==> src/lds_map.svh <==
// register map, field positions and timing counts of the link diagnostic flag block
// Function
// - raise reset-sequence-complete once the transceiver reset sequence has finished
// - rate-match overflow raises its flag and restarts the link
// - rate-match underflow raises its flag, link stays up, idles are inserted
// - an end-of-bad-packet character raises the bad-packet-end flag
// - failed 8-bit interleaved parity of a management packet raises its flag
// - failed checksum of a received segment or packet raises its flag
// - flow message while flow control is disabled raises its flag
// - retry message while retry-on-error is disabled raises its flag
// - management packet of undefined type raises the invalid packet flag
// - data without a preceding start word raises the missing-start flag
// - start and end address differ: raise conflict flag, mark segment errored
// - broadcast mode keeps one set of receive flags per receiver function
`ifndef LDS_MAP_SVH
`define LDS_MAP_SVH

`define LDS_ADDR_W       4
`define LDS_OFF_CTRL     4'h0
`define LDS_OFF_EVT      4'h4
`define LDS_OFF_MASK     4'h8
`define LDS_OFF_STAT     4'hC

`define LDS_CTRL_W       2
`define LDS_CTRL_RST     2'h0
`define LDS_CTRL_FLOW    0
`define LDS_CTRL_RETRY   1

`define LDS_EV_W         11
`define LDS_EV_RST       11'h000
`define LDS_EV_OVF       0
`define LDS_EV_UNF       1
`define LDS_EV_EBP       2
`define LDS_EV_BIP       3
`define LDS_EV_CRC       4
`define LDS_EV_UFC       5
`define LDS_EV_URO       6
`define LDS_EV_INV       7
`define LDS_EV_MSW       8
`define LDS_EV_ADR       9
`define LDS_EV_DONE      10

`define LDS_CLK_MHZ      125
`define LDS_RST_WAIT_NS  1000
`define LDS_RST_WAIT_CYC (((`LDS_RST_WAIT_NS * `LDS_CLK_MHZ) + 999) / 1000)
`define LDS_CNT_W        16
`define LDS_IDLE_WORD    32'hBCBCBCBC

`endif

==> src/lds_pkg.sv <==
// types and helpers shared by the link diagnostic flag block
package lds_pkg;

    typedef enum logic [2:0] {
        K_IDLE = 3'h0,
        K_SOW  = 3'h1,
        K_DATA = 3'h2,
        K_EOP  = 3'h3,
        K_EBP  = 3'h4,
        K_MGMT = 3'h5
    } lds_kind_t;

    typedef enum logic [3:0] {
        MG_FC   = 4'h0,
        MG_ACK  = 4'h1,
        MG_NACK = 4'h2
    } lds_mgmt_t;

    typedef enum logic [0:0] {
        ST_IDLE = 1'h0,
        ST_PKT  = 1'h1
    } lds_rx_state_t;

    typedef enum logic [1:0] {
        RS_COUNT = 2'h0,
        RS_WAIT  = 2'h1,
        RS_DONE  = 2'h2
    } lds_rst_state_t;

    typedef struct packed {
        logic        valid;
        lds_kind_t   kind;
        logic [7:0]  addr;
        logic [31:0] data;
        logic [7:0]  chk;
        logic        crc_ok;
    } lds_rx_sym_t;

    typedef struct packed {
        logic ovf;
        logic ebp;
        logic bip;
        logic crc;
        logic ufc;
        logic uro;
        logic inv;
        logic msw;
        logic adr;
    } lds_rx_flags_t;

    function automatic logic [7:0] lds_bip8(input logic [31:0] d);
        lds_bip8 = d[31:24] ^ d[23:16] ^ d[15:8] ^ d[7:0];
    endfunction

endpackage

==> src/lds_top.sv <==
// link diagnostic flag block: receive checkers, idle insertion, reset sequencer, registers
`include "lds_map.svh"
module lds_top #(
    parameter int NFUNC = 1
) (
    input  wire logic                   clk,
    input  wire logic                   rst_b,
    input  wire logic [`LDS_ADDR_W-1:0] reg_addr,
    input  wire logic [31:0]            reg_wdata,
    input  wire logic                   reg_wr,
    input  wire logic                   reg_rd,
    output logic [31:0]                 reg_rdata,
    output logic                        irq,
    input  wire logic                   xcvr_ready,
    output logic                        reset_sequence_complete,
    input  wire lds_pkg::lds_rx_sym_t   rx_sym [NFUNC],
    input  wire logic [NFUNC-1:0]       rm_overflow_evt,
    output logic [NFUNC-1:0]            rate_match_overflow,
    output logic [NFUNC-1:0]            bad_packet_end_seen,
    output logic [NFUNC-1:0]            mgmt_parity_error,
    output logic [NFUNC-1:0]            rx_checksum_error,
    output logic [NFUNC-1:0]            unexpected_flow_msg,
    output logic [NFUNC-1:0]            unexpected_retry_msg,
    output logic [NFUNC-1:0]            invalid_mgmt_packet,
    output logic [NFUNC-1:0]            missing_start_word,
    output logic [NFUNC-1:0]            addr_conflict,
    output logic [NFUNC-1:0]            seg_error,
    output logic                        link_restart,
    input  wire logic                   tx_rd_req,
    input  wire logic                   tx_empty,
    input  wire logic [31:0]            tx_data_in,
    output logic [31:0]                 tx_word,
    output logic                        tx_word_is_idle,
    output logic                        rate_match_underflow
);
    localparam logic [`LDS_CNT_W-1:0] RST_LAST = `LDS_CNT_W'(`LDS_RST_WAIT_CYC - 1);

    lds_pkg::lds_rx_flags_t          fl [NFUNC];
    logic [NFUNC-1:0]                restart_req;
    logic [`LDS_CTRL_W-1:0]          ctrl;
    logic [`LDS_CTRL_W-1:0]          next_ctrl;
    logic [`LDS_EV_W-1:0]            evt;
    logic [`LDS_EV_W-1:0]            next_evt;
    logic [`LDS_EV_W-1:0]            mask;
    logic [`LDS_EV_W-1:0]            next_mask;
    logic [`LDS_EV_W-1:0]            ev_in;
    logic [`LDS_EV_W-1:0]            ev_clr;
    logic [31:0]                     next_rdata;
    logic                            rdy_s1;
    logic                            rdy_s2;
    lds_pkg::lds_rst_state_t         rs_state;
    lds_pkg::lds_rst_state_t         next_rs_state;
    logic [`LDS_CNT_W-1:0]           rs_cnt;
    logic [`LDS_CNT_W-1:0]           next_rs_cnt;
    logic                            next_done;
    logic                            next_restart;
    logic [31:0]                     next_tx_word;
    logic                            next_tx_idle;
    logic                            next_unf;

    // one checker per receiver function keeps broadcast flags apart
    for (genvar i = 0; i < NFUNC; i++) begin : g_fn
        lds_rx_check u_chk (
            .clk             (clk),
            .rst_b           (rst_b),
            .sym             (rx_sym[i]),
            .rm_overflow_evt (rm_overflow_evt[i]),
            .flow_en         (ctrl[`LDS_CTRL_FLOW]),
            .retry_en        (ctrl[`LDS_CTRL_RETRY]),
            .flags           (fl[i]),
            .seg_error       (seg_error[i]),
            .link_restart    (restart_req[i])
        );
        assign rate_match_overflow[i]  = fl[i].ovf;
        assign bad_packet_end_seen[i]  = fl[i].ebp;
        assign mgmt_parity_error[i]    = fl[i].bip;
        assign rx_checksum_error[i]    = fl[i].crc;
        assign unexpected_flow_msg[i]  = fl[i].ufc;
        assign unexpected_retry_msg[i] = fl[i].uro;
        assign invalid_mgmt_packet[i]  = fl[i].inv;
        assign missing_start_word[i]   = fl[i].msw;
        assign addr_conflict[i]        = fl[i].adr;
    end

    // transceiver ready comes from another clock: two flops first
    always_ff @(posedge clk or negedge rst_b) begin
        if (!rst_b) begin
            rdy_s1 <= 1'b0;
            rdy_s2 <= 1'b0;
        end else begin
            rdy_s1 <= xcvr_ready;
            rdy_s2 <= rdy_s1;
        end
    end

    // reset sequencer: settle wait, then ready; a lost ready reruns it
    always_comb begin
        next_rs_state = rs_state;
        next_rs_cnt   = rs_cnt;
        case (rs_state)
            lds_pkg::RS_COUNT: begin
                if (rs_cnt == RST_LAST) begin
                    next_rs_state = lds_pkg::RS_WAIT;
                    next_rs_cnt   = '0;
                end else begin
                    next_rs_cnt = rs_cnt + `LDS_CNT_W'(1);
                end
            end
            lds_pkg::RS_WAIT: begin
                if (rdy_s2) begin
                    next_rs_state = lds_pkg::RS_DONE;
                end
            end
            lds_pkg::RS_DONE: begin
                if (!rdy_s2) begin
                    next_rs_state = lds_pkg::RS_COUNT;
                end
            end
            default: begin
                next_rs_state = lds_pkg::RS_COUNT;
                next_rs_cnt   = '0;
            end
        endcase
        next_done = (next_rs_state == lds_pkg::RS_DONE);
    end

    always_ff @(posedge clk or negedge rst_b) begin
        if (!rst_b) begin
            rs_state                <= lds_pkg::RS_COUNT;
            rs_cnt                  <= '0;
            reset_sequence_complete <= 1'b0;
        end else begin
            rs_state                <= next_rs_state;
            rs_cnt                  <= next_rs_cnt;
            reset_sequence_complete <= next_done;
        end
    end

    // transmit side: an empty buffer on a read sends idle, link stays up
    always_comb begin
        next_tx_word = tx_word;
        next_tx_idle = tx_word_is_idle;
        next_unf     = 1'b0;
        if (tx_rd_req) begin
            next_unf     = tx_empty;
            next_tx_idle = tx_empty;
            next_tx_word = tx_empty ? `LDS_IDLE_WORD : tx_data_in;
        end
        next_restart = |restart_req;
    end

    always_ff @(posedge clk or negedge rst_b) begin
        if (!rst_b) begin
            tx_word              <= `LDS_IDLE_WORD;
            tx_word_is_idle      <= 1'b1;
            rate_match_underflow <= 1'b0;
            link_restart         <= 1'b0;
        end else begin
            tx_word              <= next_tx_word;
            tx_word_is_idle      <= next_tx_idle;
            rate_match_underflow <= next_unf;
            link_restart         <= next_restart;
        end
    end

    // register file; sticky events, set beats a same-cycle clear
    always_comb begin
        ev_in                = '0;
        ev_in[`LDS_EV_OVF]   = |rate_match_overflow;
        ev_in[`LDS_EV_UNF]   = rate_match_underflow;
        ev_in[`LDS_EV_EBP]   = |bad_packet_end_seen;
        ev_in[`LDS_EV_BIP]   = |mgmt_parity_error;
        ev_in[`LDS_EV_CRC]   = |rx_checksum_error;
        ev_in[`LDS_EV_UFC]   = |unexpected_flow_msg;
        ev_in[`LDS_EV_URO]   = |unexpected_retry_msg;
        ev_in[`LDS_EV_INV]   = |invalid_mgmt_packet;
        ev_in[`LDS_EV_MSW]   = |missing_start_word;
        ev_in[`LDS_EV_ADR]   = |addr_conflict;
        ev_in[`LDS_EV_DONE]  = next_done && !reset_sequence_complete;
        ev_clr               = '0;
        next_ctrl            = ctrl;
        next_mask            = mask;
        if (reg_wr) begin
            case (reg_addr)
                `LDS_OFF_CTRL: next_ctrl = reg_wdata[`LDS_CTRL_W-1:0];
                `LDS_OFF_EVT:  ev_clr    = reg_wdata[`LDS_EV_W-1:0];
                `LDS_OFF_MASK: next_mask = reg_wdata[`LDS_EV_W-1:0];
                default: begin
                end
            endcase
        end
        next_evt   = (evt & ~ev_clr) | ev_in;
        next_rdata = 32'h0000_0000;
        if (reg_rd) begin
            case (reg_addr)
                `LDS_OFF_CTRL: next_rdata = {{(32-`LDS_CTRL_W){1'b0}}, ctrl};
                `LDS_OFF_EVT:  next_rdata = {{(32-`LDS_EV_W){1'b0}}, evt};
                `LDS_OFF_MASK: next_rdata = {{(32-`LDS_EV_W){1'b0}}, mask};
                `LDS_OFF_STAT: next_rdata = {29'h0000_0000, rs_state, reset_sequence_complete};
                default:       next_rdata = 32'h0000_0000;
            endcase
        end
    end

    always_ff @(posedge clk or negedge rst_b) begin
        if (!rst_b) begin
            ctrl      <= `LDS_CTRL_RST;
            evt       <= `LDS_EV_RST;
            mask      <= `LDS_EV_RST;
            reg_rdata <= 32'h0000_0000;
        end else begin
            ctrl      <= next_ctrl;
            evt       <= next_evt;
            mask      <= next_mask;
            reg_rdata <= next_rdata;
        end
    end

    assign irq = |(evt & mask);
endmodule

==> src/lds_rx_check.sv <==
// receive-side checker for one receiver function
module lds_rx_check (
    input  wire logic                   clk,
    input  wire logic                   rst_b,
    input  wire lds_pkg::lds_rx_sym_t   sym,
    input  wire logic                   rm_overflow_evt,
    input  wire logic                   flow_en,
    input  wire logic                   retry_en,
    output lds_pkg::lds_rx_flags_t      flags,
    output logic                        seg_error,
    output logic                        link_restart
);
    lds_pkg::lds_rx_state_t state;
    lds_pkg::lds_rx_state_t next_state;
    logic [7:0]             start_addr;
    logic [7:0]             next_start_addr;
    lds_pkg::lds_rx_flags_t next_flags;
    logic                   next_seg_error;
    logic                   next_link_restart;
    logic [3:0]             mtype;
    logic                   is_mgmt;

    assign mtype   = sym.data[31:28];
    assign is_mgmt = sym.valid && (sym.kind == lds_pkg::K_MGMT);

    always_comb begin
        next_state        = state;
        next_start_addr   = start_addr;
        next_flags        = '0;
        next_seg_error    = 1'b0;
        next_link_restart = 1'b0;
        if (rm_overflow_evt) begin
            // restart drops whatever packet was open
            next_flags.ovf    = 1'b1;
            next_link_restart = 1'b1;
            next_state        = lds_pkg::ST_IDLE;
        end else if (sym.valid) begin
            case (sym.kind)
                lds_pkg::K_SOW: begin
                    next_state      = lds_pkg::ST_PKT;
                    next_start_addr = sym.addr;
                end
                lds_pkg::K_DATA: begin
                    next_flags.msw = (state == lds_pkg::ST_IDLE);
                end
                lds_pkg::K_EOP: begin
                    if (state == lds_pkg::ST_IDLE) begin
                        next_flags.msw = 1'b1;
                    end else begin
                        next_flags.crc = !sym.crc_ok;
                        next_flags.adr = (sym.addr != start_addr);
                        next_seg_error = (sym.addr != start_addr);
                    end
                    next_state = lds_pkg::ST_IDLE;
                end
                lds_pkg::K_EBP: begin
                    next_flags.ebp = 1'b1;
                    next_state     = lds_pkg::ST_IDLE;
                end
                lds_pkg::K_MGMT: begin
                    next_flags.bip = (lds_pkg::lds_bip8(sym.data) != sym.chk);
                    next_flags.inv = (mtype > lds_pkg::MG_NACK);
                    next_flags.ufc = (mtype == lds_pkg::MG_FC) && !flow_en;
                    next_flags.uro = ((mtype == lds_pkg::MG_ACK) || (mtype == lds_pkg::MG_NACK))
                                     && !retry_en;
                end
                default: begin
                end
            endcase
        end
    end

    // flags rebuilt from zero every cycle, so each event gives one pulse
    always_ff @(posedge clk or negedge rst_b) begin
        if (!rst_b) begin
            state        <= lds_pkg::ST_IDLE;
            start_addr   <= 8'h00;
            flags        <= '0;
            seg_error    <= 1'b0;
            link_restart <= 1'b0;
        end else begin
            state        <= next_state;
            start_addr   <= next_start_addr;
            flags        <= next_flags;
            seg_error    <= next_seg_error;
            link_restart <= next_link_restart;
        end
    end
endmodule

==> config.mk <==
export PLATFORM = sky130hd
export DESIGN_NAME = lds_top
export DESIGN_NICKNAME = d
export VERILOG_FILES = /design/src/lds_pkg.sv /design/src/lds_top.sv /design/src/lds_rx_check.sv
export VERILOG_INCLUDE_DIRS = /design/src
export SDC_FILE = /design/constraint.sdc
export NUM_CORES = 1
export LEC_CHECK = 0
export BUFFER_PORTS_ARGS = -buffer_cell sky130_fd_sc_hd__buf_2
export CAP_MARGIN = 10
export CORE_UTILIZATION = 45
export CTS_BUF_LIST = sky130_fd_sc_hd__clkbuf_8
export DETAILED_ROUTE_END_ITERATION = 10
export PLACE_DENSITY = 0.72
export REMOVE_ABC_BUFFERS = 1
export SLEW_MARGIN = 20
export SYNTH_ARGS = -nofsm -noshare
export SYNTH_HDL_FRONTEND = slang
export SYNTH_HIERARCHICAL = 1
export SYNTH_SLANG_ARGS = --single-unit
==> constraint.sdc <==
create_clock -name clk -period 2.73 [get_ports clk]
set_input_delay 0.546 -clock clk [delete_from_list [all_inputs] [get_ports clk]]
set_output_delay 0.546 -clock clk [all_outputs]
set_load 0.01 [all_outputs]
==> results_dict.tcl <==
set metrics [dict create \
    first_global_vias 4080 \
    comb_power_share_pct 15.8 \
    intPower_mw 2.545 \
    fin_crit_sh_pct 83.64 \
    globalplace.congestion 0.8374 \
    die-area_um2 12290 \
    dp_cells 793 \
    num_vias 4118 \
    tritoncts "done" \
    synth_compound_area_share_pct 10.70 \
    ant_nets 0 \
    initial_utilization_pct 46.49 \
    synthMuxAreaShare_pct 5.797 \
    clock_latency_ns 0.38 \
    rsz0062_at_grt "false" \
    die_w_um 110.8 \
    antenna_found_initial 0 \
    end_kind "flip-flop" \
    reg2reg_from "rs_state[0]" \
    max_stage_delay_ns 0.50 \
    grt_first_pass_wirelength_mm 19.55 \
    synth_seq_cells 109 \
    synth_cells 499 \
    cts_resized 0 \
    p_per_area_nw_per_um2 537.4 \
    n_antenna_cell 0 \
    drive_gt1_share_pct 36.79 \
    pwr-share-clk_pct 30.2 \
    worstPathArrival_ns 2.58 \
    syn_area_um2 5331 \
    max_freq_mhz 438.0 \
    path_cells "inv_1 > ha_1 > nand3b_1 > or3_1 > or4_1 > a21oi_1" \
    drv_cap 0 \
    grtUsageTotal_pct 19.91 \
    core_um2 11470 \
    p_switching_uw 918.8 \
    fin_crit_ns 2.283 \
    wl_per_cell_um 14.77 \
    final_core_util_pct 56.20 \
    dr.first_iter.drc_count 255 \
    path_clk_slew_ns 0.11 \
    ctsHoldBuffers 0 \
    p_leak_nw 3.196 \
    clock-skew-final_ns 0.01018 \
    ys_warn_count 6 \
    yosys.area_share.adder_pct 1.408 \
    ys_seq_area_share_pct 51.65 \
    crit_family "simple AND/OR/NAND/NOR gates" \
    min_path_type "in2async" \
    fin_setup_tns_ns 0 \
    pwr-share-seq_pct 54.0 \
    htree_levels 3 \
    finalMaxSlewViolations 0 \
    stdcell_count 809 \
    clock_path_buffers 2 \
    routed_wl_mm 11.95 \
    root_buffer "clkbuf_8" \
    synth_edf_count 0 \
    vdd_drop_max_v 0.0003223 \
    status "finished clean" \
    critPathLaunchType "flip-flop" \
    crit_path_start "rs_state[0]" \
    dieHeight_um 110.8 \
    whs_ns 0.1566 \
    crit_buf_inv 1 \
    vias_per_cell 5.090 \
    final_common_cell "buf_2" \
    grt_max_degree 49 \
    drt-pass1-iter-count 7 \
    final_nets 796 \
    hpwl_mm 9.227 \
    yosys.area_share.simple_pct 15.65 \
    path_max_fanout 6 \
    grt_remaining_overflow 0 \
    drc 0 \
    io_buffers 165 \
    synth_cell_types 57 \
    ys.flop_type "dfrtp_1" \
    mostFrequentLayoutCells "buf_2 (164), dfrtp_1 (88), nor2_1 (67)" \
    cts_setup_buffers 0 \
    slowest_stage "or4_1" \
    netSwitchingFraction_pct 26.53 \
    setup_viol 0 \
    finalHoldViolCount 0 \
    cts.sinks 109 \
    row_count 39 \
    relSlewSlack_pct 49.88 \
    p_total_mw 3.463 \
    worstMarginPinSlew_ns 0.7518 \
    cts_buffers 9 \
    syn_to_final_growth_pct 20.89 \
    synth_area_per_cell_um2 10.68 \
    ys_async_sr_fraction_pct 100.0 \
    ioPinCount 208 \
    synth_top_family_by_area "simple AND/OR/NAND/NOR gates" \
    synthXorXnorAreaFrac_pct 8.308 \
    crit_required_ns 3.02 \
    critPathKind "reg2reg" \
    fill_cells 992 \
]
-- power by group through the flow --
| stage | Combinational [mW] | Clock, mW | Sequential [mW] |
|---|---|---|---|
| 3_3_place_gp | 0.536 | 0 | 1.89 |
| 4_1_cts | 0.555 | 1.08 | 1.87 |
| 3_5_place_dp | 0.554 | 0 | 1.90 |
| 5_1_grt | 0.605 | 1.13 | 1.89 |
| 6_report | 0.547 | 1.05 | 1.87 |
| 2_1_floorplan | 0.286 | 0 | 1.90 |
-- synth_stat cells (3+ instances only) --
library cell	number	area, um^2
clkbuf_1	12	45.04
a22oi_1	10	75.07
xnor3_1	8	180.2
o22a_1	3	26.28
nand2_1	30	112.6
o311ai_0	3	26.28
mux2_2	23	259.0
xor2_1	16	140.1
a21oi_1	29	145.1
nand4_1	5	31.28
a21o_1	11	82.58
nor2_1	67	251.5
o21ai_0	18	90.09
buf_4	23	172.7
nand3_1	8	40.04
o31ai_1	3	22.52
buf_2	4	20.02
nand3b_1	14	105.1
dfstp_2	21	551.8
nor4_1	8	50.05
or4_1	3	22.52
xnor2_1	14	122.6
inv_1	23	86.33
mux2i_1	5	50.05
nor3_1	4	20.02
ha_1	6	75.07
dfrtp_1	88	2202
-- per-stage QoR --
stage	cell area, um^2	setup slack (ns)
2_1_floorplan	5151	0.5160
3_3_place_gp	6226	0.5727
3_5_place_dp	6226	0.4650
4_1_cts	6445	0.4375
5_1_grt	6445	0.3184
6_report	6445	0.4467
-- sequential cells by signal, indices dropped and copies added (netlist names), 8 cells and up --
name / flops
tx_word: 32
rs_cnt: 16
evt: 11
mask: 11
reg_rdata: 11
g_fn.u_chk/flags: 8
g_fn.u_chk/start_addr: 8
-- kinds of logic (layout without fill, tap and decap cells) --
family	count (synthesis)	in the layout
compound gates	89	89
flops	109	109
buf+inv	66	213
mux	28	28
other cells	1	21
xor+xnor	38	38
fa+ha+maj	6	6
simple gates	162	162
-- area by class of cell --
cell class                 count  area, um^2  share of cell area (%)
inverter                      23       86.33                   1.340
timing repair buffer         174       895.9                   13.90
tap                          143       178.9                   2.776
sequential                   109        2754                   42.73
clock inverter                 5       67.56                   1.048
multi-input combinational    344        2311                   35.86
clock buffer                  11       151.4                   2.349
-- worst paths after layout --
| check | to | cells after the start | slack, ns |
|---|---|---|---|
| setup reg to reg | rs_cnt[15] | 6 | 0.45 |
| hold / removal | tx_word[16] | 1 | 0.16 |
| min in group clk | rdy_s1 | 1 | 0.27 |
| setup / recovery | rs_cnt[15] | 6 | 0.45 |
| max in group asynchronous | tx_word[13] | 2 | 1.77 |
| hold reg to reg | rdy_s2 | 0 | 0.37 |
-- layer usage --
metal  vias up  routed length [um]  track usage (%)
li1       2005                   -                -
met3        18                 550            3.554
met5         -                   0                0
met2       142                5945            33.71
met1      1953                5194            25.76
met4         0                 255            6.756
-- worst register-to-register path: cells and delay by family (launching register included) --
family | cells | cell delay [ns]
AND/OR/NAND/NOR | 3 | 1.16
flip-flops | 1 | 0.44
buffers and inverters | 1 | 0.10
adder cells (fa/ha/maj) | 1 | 0.33
AO/OA/AOI/OAI | 1 | 0.17
No activity file was read; power rests on OpenSTA's default activity.
